===== src/rtl/xad_pkg.sv =====
// constants, op codes and decode helper for the xor / direction-load slice
package xad_pkg;
  localparam int unsigned OPC_W = 12;
  localparam int unsigned DATA_W = 8;
  localparam int unsigned FADDR_W = 5;
  localparam int unsigned DIR_NUM = 3;
  localparam logic [3:0] XOR_LIT_TOP = 4'hf;
  localparam logic [5:0] XOR_FILE_TOP = 6'h06;
  localparam logic [8:0] DIR_LOAD_TOP = 9'h000;
  localparam logic [2:0] DIR_FIRST = 3'h5;
  localparam logic [2:0] DIR_LAST = 3'h7;
  localparam int unsigned DEST_BIT = 5;
  localparam logic [DATA_W-1:0] W_RESET = 8'h00;
  localparam logic [DATA_W-1:0] DIR_RESET = 8'hff;
  localparam logic ZERO_RESET = 1'b0;
  localparam logic [FADDR_W-1:0] FADDR_RESET = 5'h00;

  typedef enum logic [1:0] {
    OP_NONE = 2'b00,
    OP_DIR = 2'b01,
    OP_XLIT = 2'b10,
    OP_XFILE = 2'b11
  } xad_op_t;

  function automatic xad_op_t xad_decode(input logic [OPC_W-1:0] instr);
    xad_op_t op;
    op = OP_NONE;
    if (instr[11:8] == XOR_LIT_TOP) begin
      op = OP_XLIT;
    end else if (instr[11:6] == XOR_FILE_TOP) begin
      op = OP_XFILE;
    end else if (instr[11:3] == DIR_LOAD_TOP && instr[2:0] >= DIR_FIRST
                 && instr[2:0] <= DIR_LAST) begin
      op = OP_DIR;
    end
    return op;
  endfunction
endpackage


===== src/rtl/xad_dec_if.sv =====
// carrier between the core and its decode/xor unit
`timescale 1ns/1ns
`default_nettype none
interface xad_dec_if;
  import xad_pkg::*;
  logic [OPC_W-1:0] instr;
  logic [DATA_W-1:0] w;
  logic [DATA_W-1:0] fdata;
  xad_op_t op;
  logic [DATA_W-1:0] result;
  logic zero;
  logic dest_file;
  logic [FADDR_W-1:0] faddr;
  logic [1:0] dir_sel;
  modport dec (input instr, w, fdata, output op, result, zero, dest_file, faddr, dir_sel);
  modport core (output instr, w, fdata, input op, result, zero, dest_file, faddr, dir_sel);
endinterface
`default_nettype wire


===== src/rtl/xad_core.sv =====
// execute core for the xor and direction-load instructions
// Function
// - direction-load copies all of W into direction register 5, 6 or 7.
// - literal xor: W xor 8-bit immediate, result back into W.
// - literal xor has top nibble 1111; only zero flag changes.
// - file xor matches 0001 10, then destination bit, then 5-bit address.
// - file xor: W xor file; dest 0 to W, 1 to file; zero updated.
`timescale 1ns/1ns
`default_nettype none
module xad_core
  import xad_pkg::*;
(
  input wire logic REF_CLK_IN,
  input wire logic RST_N_IN,
  input wire logic INSTR_VALID_IN,
  input wire logic [OPC_W-1:0] INSTR_IN,
  input wire logic [DATA_W-1:0] FILE_RD_DATA_IN,
  output logic [DATA_W-1:0] W_OUT,
  output logic ZERO_OUT,
  output logic FILE_WR_EN_OUT,
  output logic [FADDR_W-1:0] FILE_ADDR_OUT,
  output logic [DATA_W-1:0] FILE_WR_DATA_OUT,
  output logic [DATA_W-1:0] DIR5_OUT,
  output logic [DATA_W-1:0] DIR6_OUT,
  output logic [DATA_W-1:0] DIR7_OUT,
  output logic EXEC_DONE_OUT,
  output logic ILLEGAL_OUT
);
  xad_dec_if dif ();

  logic [DATA_W-1:0] w_q;
  logic zero_q;
  logic fwr_q;
  logic [FADDR_W-1:0] faddr_q;
  logic [DATA_W-1:0] fdata_q;
  logic [DATA_W-1:0] dir_q [DIR_NUM];
  logic done_q;
  logic illegal_q;
  logic exec;

  assign dif.instr = INSTR_IN;
  assign dif.w = w_q;
  assign dif.fdata = FILE_RD_DATA_IN;

  xad_decode_unit u_dec (
    .dec(dif)
  );

  // runs only for a valid word that this slice decodes
  assign exec = INSTR_VALID_IN && dif.op != OP_NONE;

  // working register
  always_ff @(posedge REF_CLK_IN or negedge RST_N_IN) begin
    if (!RST_N_IN) begin
      w_q <= W_RESET;
    end else if (exec && (dif.op == OP_XLIT || (dif.op == OP_XFILE && !dif.dest_file))) begin
      w_q <= dif.result;
    end
  end

  // zero flag, touched only by the two xor forms
  always_ff @(posedge REF_CLK_IN or negedge RST_N_IN) begin
    if (!RST_N_IN) begin
      zero_q <= ZERO_RESET;
    end else if (exec && (dif.op == OP_XLIT || dif.op == OP_XFILE)) begin
      zero_q <= dif.zero;
    end
  end

  // file write-back port, one-cycle strobe
  always_ff @(posedge REF_CLK_IN or negedge RST_N_IN) begin
    if (!RST_N_IN) begin
      fwr_q <= 1'b0;
      faddr_q <= FADDR_RESET;
      fdata_q <= W_RESET;
    end else begin
      fwr_q <= exec && dif.op == OP_XFILE && dif.dest_file;
      if (exec && dif.op == OP_XFILE) begin
        faddr_q <= dif.faddr;
        fdata_q <= dif.result;
      end
    end
  end

  // direction registers
  always_ff @(posedge REF_CLK_IN or negedge RST_N_IN) begin
    if (!RST_N_IN) begin
      for (int i = 0; i < DIR_NUM; i++) begin
        dir_q[i] <= DIR_RESET;
      end
    end else if (exec && dif.op == OP_DIR) begin
      dir_q[dif.dir_sel] <= dif.result;
    end
  end

  // completion and unknown-opcode strobes
  always_ff @(posedge REF_CLK_IN or negedge RST_N_IN) begin
    if (!RST_N_IN) begin
      done_q <= 1'b0;
      illegal_q <= 1'b0;
    end else begin
      done_q <= exec;
      illegal_q <= INSTR_VALID_IN && dif.op == OP_NONE;
    end
  end

  // every output straight from its flop
  assign W_OUT = w_q;
  assign ZERO_OUT = zero_q;
  assign FILE_WR_EN_OUT = fwr_q;
  assign FILE_ADDR_OUT = faddr_q;
  assign FILE_WR_DATA_OUT = fdata_q;
  assign DIR5_OUT = dir_q[0];
  assign DIR6_OUT = dir_q[1];
  assign DIR7_OUT = dir_q[2];
  assign EXEC_DONE_OUT = done_q;
  assign ILLEGAL_OUT = illegal_q;

  // assertion helpers, decoded apart from the shared function on purpose
  logic [DATA_W-1:0] lit;
  logic [FADDR_W-1:0] fsel;
  logic to_file;
  logic is_xlit;
  logic is_xfile;
  logic is_dir;
  logic is_known;
  assign lit = INSTR_IN[DATA_W-1:0];
  assign fsel = INSTR_IN[FADDR_W-1:0];
  assign to_file = INSTR_IN[DEST_BIT];
  assign is_xlit = INSTR_VALID_IN && INSTR_IN[11:8] == XOR_LIT_TOP;
  assign is_xfile = INSTR_VALID_IN && INSTR_IN[11:6] == XOR_FILE_TOP;
  assign is_dir = INSTR_VALID_IN && INSTR_IN[11:3] == DIR_LOAD_TOP
                  && INSTR_IN[2:0] >= DIR_FIRST && INSTR_IN[2:0] <= DIR_LAST;
  assign is_known = is_xlit || is_xfile || is_dir;

  // direction registers
  a_dir_load_copy: assert property (@(posedge REF_CLK_IN) disable iff (!RST_N_IN)
    is_dir && INSTR_IN[2:0] == DIR_FIRST |=> DIR5_OUT == $past(w_q)
      && W_OUT == $past(w_q) && $stable(DIR6_OUT) && $stable(DIR7_OUT))
    else $error("direction load to port 5 wrong");

  a_dir6_load: assert property (@(posedge REF_CLK_IN) disable iff (!RST_N_IN)
    is_dir && INSTR_IN[2:0] == DIR_FIRST + 3'h1 |=> DIR6_OUT == $past(w_q)
      && $stable(DIR5_OUT) && $stable(DIR7_OUT))
    else $error("direction load to port 6 wrong");

  a_dir7_load: assert property (@(posedge REF_CLK_IN) disable iff (!RST_N_IN)
    is_dir && INSTR_IN[2:0] == DIR_LAST |=> DIR7_OUT == $past(w_q)
      && $stable(DIR5_OUT) && $stable(DIR6_OUT))
    else $error("direction load to port 7 wrong");

  a_dir_hold: assert property (@(posedge REF_CLK_IN) disable iff (!RST_N_IN)
    !is_dir |=> $stable(DIR5_OUT)
      && $stable(DIR6_OUT) && $stable(DIR7_OUT))
    else $error("direction register changed without a load");

  a_dir_refused: assert property (@(posedge REF_CLK_IN) disable iff (!RST_N_IN)
    INSTR_VALID_IN && INSTR_IN[11:3] == DIR_LOAD_TOP && !is_dir
      |=> ILLEGAL_OUT && !EXEC_DONE_OUT && $stable(W_OUT))
    else $error("direction load outside ports 5 to 7 accepted");

  // literal xor
  a_xor_lit_w: assert property (@(posedge REF_CLK_IN) disable iff (!RST_N_IN)
    is_xlit |=> W_OUT == ($past(w_q) ^ $past(lit)))
    else $error("literal xor result wrong");

  a_xor_lit_zero: assert property (@(posedge REF_CLK_IN) disable iff (!RST_N_IN)
    is_xlit |=> ZERO_OUT == (W_OUT == '0) && !FILE_WR_EN_OUT)
    else $error("literal xor zero flag wrong");

  a_xor_lit_self: assert property (@(posedge REF_CLK_IN) disable iff (!RST_N_IN)
    is_xlit && lit == w_q |=> ZERO_OUT && W_OUT == '0)
    else $error("literal xor of W with itself did not set zero");

  a_xor_lit_only: assert property (@(posedge REF_CLK_IN) disable iff (!RST_N_IN)
    is_xlit |=> $stable(FILE_ADDR_OUT)
      && $stable(FILE_WR_DATA_OUT) && $stable(DIR5_OUT))
    else $error("literal xor touched more than W and zero");

  a_zero_keep: assert property (@(posedge REF_CLK_IN) disable iff (!RST_N_IN)
    !(is_xlit || is_xfile) |=> $stable(ZERO_OUT))
    else $error("zero flag changed outside the xor forms");

  // file xor
  a_xor_file_addr: assert property (@(posedge REF_CLK_IN) disable iff (!RST_N_IN)
    is_xfile |=> FILE_ADDR_OUT == $past(fsel)
      && FILE_WR_EN_OUT == $past(to_file))
    else $error("file xor address or destination wrong");

  a_file_regs_hold: assert property (@(posedge REF_CLK_IN) disable iff (!RST_N_IN)
    !is_xfile |=> $stable(FILE_ADDR_OUT) && $stable(FILE_WR_DATA_OUT))
    else $error("file address or data changed without a file xor");

  a_xor_file_dest: assert property (@(posedge REF_CLK_IN) disable iff (!RST_N_IN)
    is_xfile && to_file |=> FILE_WR_DATA_OUT == ($past(w_q) ^ $past(FILE_RD_DATA_IN))
      && W_OUT == $past(w_q) && ZERO_OUT == (FILE_WR_DATA_OUT == '0))
    else $error("file xor to file wrong");

  a_xor_file_w: assert property (@(posedge REF_CLK_IN) disable iff (!RST_N_IN)
    is_xfile && !to_file |=> W_OUT == ($past(w_q) ^ $past(FILE_RD_DATA_IN))
      && !FILE_WR_EN_OUT && ZERO_OUT == (W_OUT == '0))
    else $error("file xor to W wrong");

  a_w_keep: assert property (@(posedge REF_CLK_IN) disable iff (!RST_N_IN)
    !(is_xlit || (is_xfile && !to_file)) |=> $stable(W_OUT))
    else $error("W changed without an xor to W");

  a_wr_pulse: assert property (@(posedge REF_CLK_IN) disable iff (!RST_N_IN)
    !(is_xfile && to_file) |=> !FILE_WR_EN_OUT)
    else $error("file write strobe without a file xor to file");

  // completion and refusal strobes
  a_single_cycle: assert property (@(posedge REF_CLK_IN) disable iff (!RST_N_IN)
    (is_xlit || is_xfile || is_dir) |=> EXEC_DONE_OUT && !ILLEGAL_OUT)
    else $error("instruction not done in one cycle");

  a_illegal_word: assert property (@(posedge REF_CLK_IN) disable iff (!RST_N_IN)
    INSTR_VALID_IN && !is_known |=> ILLEGAL_OUT && !EXEC_DONE_OUT
      && !FILE_WR_EN_OUT)
    else $error("unknown word not flagged");

  a_idle_quiet: assert property (@(posedge REF_CLK_IN) disable iff (!RST_N_IN)
    !INSTR_VALID_IN |=> !EXEC_DONE_OUT && !ILLEGAL_OUT && !FILE_WR_EN_OUT
      && $stable(W_OUT) && $stable(ZERO_OUT))
    else $error("state changed with no valid word");
endmodule
`default_nettype wire


===== src/rtl/xad_decode_unit.sv =====
// combinational decode and xor datapath
`timescale 1ns/1ns
`default_nettype none
module xad_decode_unit
  import xad_pkg::*;
(
  xad_dec_if.dec dec
);
  always_comb begin
    dec.op = xad_decode(dec.instr);
    dec.result = dec.w;
    dec.dest_file = 1'b0;
    dec.faddr = dec.instr[FADDR_W-1:0];
    dec.dir_sel = 2'(dec.instr[2:0] - DIR_FIRST);
    case (dec.op)
      OP_XLIT: begin
        dec.result = dec.w ^ dec.instr[DATA_W-1:0];
      end
      OP_XFILE: begin
        dec.result = dec.w ^ dec.fdata;
        dec.dest_file = dec.instr[DEST_BIT];
      end
      OP_DIR: begin
        dec.result = dec.w;
      end
      default: begin
        dec.result = dec.w;
      end
    endcase
    dec.zero = (dec.result == '0);
  end
endmodule
`default_nettype wire


===== config.mk =====
export PLATFORM = sky130hd
export DESIGN_NAME = xad_core
export DESIGN_NICKNAME = d
export VERILOG_FILES = /design/src/rtl/xad_pkg.sv /design/src/rtl/xad_dec_if.sv /design/src/rtl/xad_core.sv /design/src/rtl/xad_decode_unit.sv
export SDC_FILE = /design/constraint.sdc
export NUM_CORES = 1
export LEC_CHECK = 0
export BUFFER_PORTS_ARGS = -buffer_cell sky130_fd_sc_hd__buf_4
export CORE_MARGIN = 10
export CORE_UTILIZATION = 45
export CTS_BUF_LIST = sky130_fd_sc_hd__clkbuf_16
export DETAILED_ROUTE_END_ITERATION = 10
export PLACE_DENSITY = 0.72
export SLEW_MARGIN = 15
export SYNTH_ARGS = -nofsm -noshare
export SYNTH_HDL_FRONTEND = slang
export SYNTH_HIERARCHICAL = 1
export SYNTH_SLANG_ARGS = --single-unit

===== constraint.sdc =====
create_clock -name REF_CLK_IN -period 1.7 [get_ports REF_CLK_IN]
set_clock_uncertainty 0.05 [all_clocks]
set_input_delay 0.34 -clock REF_CLK_IN [delete_from_list [all_inputs] [get_ports REF_CLK_IN]]
set_output_delay 0.34 -clock REF_CLK_IN [all_outputs]
set_load 0.01 [all_outputs]

==> results.txt <==
----------------------------------------------------
[Drt]
  First-pass iteration count of the detailed router ... 4
  Post-detailed-route count of antenna-violating nets ... 0
  Final WL ... between 6 and 7 mm
  Total vias in the final route ... 1636
  Violation count after the first detailed-route iteration ... 80
  Per-cell via count in the routed design ... 5.11
  Remaining DRCs ... 0
  Wirelength per Cell ... 20.0 um

[Cells and area]
  Syn-to-layout area delta ... 55.5%
  Antenna diode count ... 0
  Most frequent standard cell in the layout excluding fill and tap cells ... buf_4
  Core Util, Final ... 72.9%
  Most frequent cells in the layout ... buf_4 (91), mux2_4 (38), dfrtp_1 (25), dfstp_2 (24), buf_6 (11)
  Final Cell Area ... between 0.003 and 0.004 mm2
  Post-layout nets ... 277
  Final std cells w/o fill ... 320
  Proportion of layout cells with a drive suffix above 1 ... 80.2%

[Status]
  Run status ... finished, violations left
  Violations in the final reports ... negative setup slack

[Power]
  Switching power summed over all nets ... 701 uW
  Maximum ir drop on the vdd rail ... 0.487 mV
  Combinational share of power ... between 10% and 20%
  Internal power ... 2.06 mW
  Areal power density over the cells ... 792 mW/mm2
  Leakage power summed over all cells ... 1.74 nW
  Clock power share ... about a third
  Switching share of total power ... around 25%
  Sequential Power Share ... between 40% and 50%
  Total Power Consumption ... approximately 2.8 mW

[Setup path]
  Crit path arrival time ... 2120 ps
  Number of cells on the worst reg-to-reg path ... 4
  Type of the setup path with the least slack ... input pin to register
  CP Launch Type ... input pin
  Highest net fanout along the worst path ... 5
  Endpoint kind of the worst setup timing path ... register
  Critical path data required time ... approximately 1900 ps

[Floorplanning]
  I/O pin count ... 72
  Initial core utilization ... 46.8%
  Chip height ... 90.6 um
  Placeable core region ... 0.00479 mm2
  DIE AREA ... about 0.008 mm2
  Number of cell rows ... 25
  Width of the die ... just over 90 um

[GRT]
  First-pass GRT wire length ... approximately 10 mm
  Total global routing track utilization ... 15.0%
  Number of antenna violations at the first check in global routing ... 0
  Via count of the first global-routing pass ... 1879
  Sum of overflow across all layers after global routing ... 0
  Maximum number of pins on one net before global-route repair ... 50

[STA]
  Total Neg Setup Slack ... -8640 ps
  Final max-slew violation count ... 0
  Headroom to the max-slew limit ... between 60% and 70%
  Measured slew at the worst slew-check pin ... 586 ps
  Endpoints failing hold ... 0
  RSZ-0062 raised after global routing ... true
  PnR worst setup slack ... -239 ps
  Highest Clock Rate ... between 0.5 and 0.6 GHz
  Final cycle utilization of the critical path ... 114%
  Worst hold slack across all endpoints ... about 2.7 ps
  Final setup vio count ... 46
  Minimum clock period after layout ... just under 2000 ps

[Yosys]
  Area share of and/or/nand/nor cells after synthesis ... around 6.6%
  Per-instance average area after synthesis ... 15.0 um2
  Cell variety after synth ... 28
  Synthesized flop and latch total ... a little under 50
  Post-synthesis xor/xnor area fraction ... 3.13%
  Biggest area consumer among synthesized cells ... dfstp_2
  Number of enable flip-flop cells after synthesis ... 0
  Number of instances in the synthesized netlist ... 149
  Net count after synthesis ... 174
  Fraction of synthesized cell area taken by the top area cell type ... 28.1%
  Share of synthesized registers carrying an async set or reset ... 100%
  Multiplexer fraction of the synthesized cell area ... 24.4%
  Post-synthesis adder-cell area fraction ... ~1.1%
  Dominant cells by area after synthesis ... dfstp_2 (28%), dfrtp_1 (28%), mux2_2 (19%)
  Combinational family with the most area after synthesis ... multiplexers
  Share of the yosys chip area belonging to registers ... a little under three fifths
  Main synth FF type ... dfrtp_1
  Number of warnings printed during yosys synthesis ... 6
  Complex-gate fraction of the synthesized area ... 4.58%
  Mapped cell area ... 0.00224 mm2

[Job]
  Number of violations of the max-capacitance limit ... 0

[Placed design]
  Placed Instance Area ... just over 0.003 mm2
  Port-buffer cells ... 71
  Placer Congestion ... slightly below 0.8
  Estimated wirelength of the detail-placed design ... 4.73 mm
  Total instance count after detailed placement ... 308
  Worst setup slack before clock tree synthesis ... -620 ps

[CTS]
  Worst-Skew Late Latency ... 290 ps
  Number of buffers on the longest clock path ... 2
  Clock buffers created by TritonCTS ... 5
  Clock sink total ... 49
  Clock root cell ... clkbuf_16
  Count of H-tree levels built during CTS ... 2
  CTS Hold Bufs ... 0
  Clk pin slew, worst setup/hold paths ... about 70 ps
  Clock tree from TritonCTS ... built

[Min path]
  Worst hold path type ... input pin to asynchronous set/reset pin

----------------------------------------------------
[cell type report]
type	instances	area, um2
well taps	67	83.8
multi-input cells	88	1120
clock buffers	5	125
fillers	319	1300
inverters	2	7.51
clock inverters	3	17.5
flip-flops and latches	49	1260
repair buffers	106	872
[path summary, 6_finish.rpt]
check | start | endpoint | slack (ps)
max | INSTR_IN[9] | ZERO_OUT | -240
min | RST_N_IN | FILE_WR_DATA_OUT[6] | 3
max reg2reg | W_OUT[7] | ZERO_OUT | 190
min reg2reg | FILE_ADDR_OUT[4] | FILE_ADDR_OUT[4] | 470
max in group asynchronous | RST_N_IN | EXEC_DONE_OUT | 1200
min in group REF_CLK_IN | INSTR_VALID_IN | EXEC_DONE_OUT | 310
[state kept, by name, indices dropped and copies added (netlist names)]
register / flops
W_OUT: 8
ZERO_OUT: 1
FILE_WR_DATA_OUT: 8
DIR7_OUT: 8
ILLEGAL_OUT: 1
DIR5_OUT: 8
FILE_ADDR_OUT: 5
DIR6_OUT: 8
EXEC_DONE_OUT: 1
FILE_WR_EN_OUT: 1
[what timing repair did]
action                     CTS  global route
gates cloned                 0             1
pin swaps                    7            12
gates resized for setup     20            42
setup endpoints to repair   46            46
buffers inserted             2             2
[per-layer routing]
layer	vias to the layer above	routed length [um]	GRT usage (%)
met2	44	3260	26.0
met5	-	0	0
met3	13	402	5.74
li1	750	-	-
met4	0	151	4.64
met1	829	2600	16.5
[synthesized netlist by cell type, types with 2 or more instances]
library cell,instances
a32oi_1,8
buf_4,6
buf_6,3
dfrtp_1,25
dfstp_2,24
ha_1,2
inv_1,2
mux2_2,38
mux2_4,8
nand2_1,2
nand3_1,2
nor2_1,3
nor4_1,2
o21a_1,2
or4_1,2
xnor2_1,8
[power by group through the flow]
stage          registers (mW)  clock network, mW  logic, mW
5_1_grt                  1.28               1.04      0.572
3_5_place_dp             1.29                  0      0.469
3_3_place_gp             1.29                  0      0.456
4_1_cts                  1.27              0.972      0.493
2_1_floorplan            1.31                  0      0.163
6_report                 1.27              0.959      0.534
[logic make-up after synthesis]
logic type | Yosys count
flip-flops | 49
multiplexers | 46
AND/OR/NAND/NOR | 20
AO/OA/AOI/OAI | 12
buffers and inverters | 12
XOR/XNOR | 8
adder cells (fa/ha/maj) | 2
[worst max-delay path, cell delays in order]
cell and delay [ps]:
buf_8 100, nor4_4 360, buf_4 210, a32oi_2 100
xnor2_1 150, or4_1 540, nor2_2 150, mux2_4 150
(Power assumes the default switching activity.)
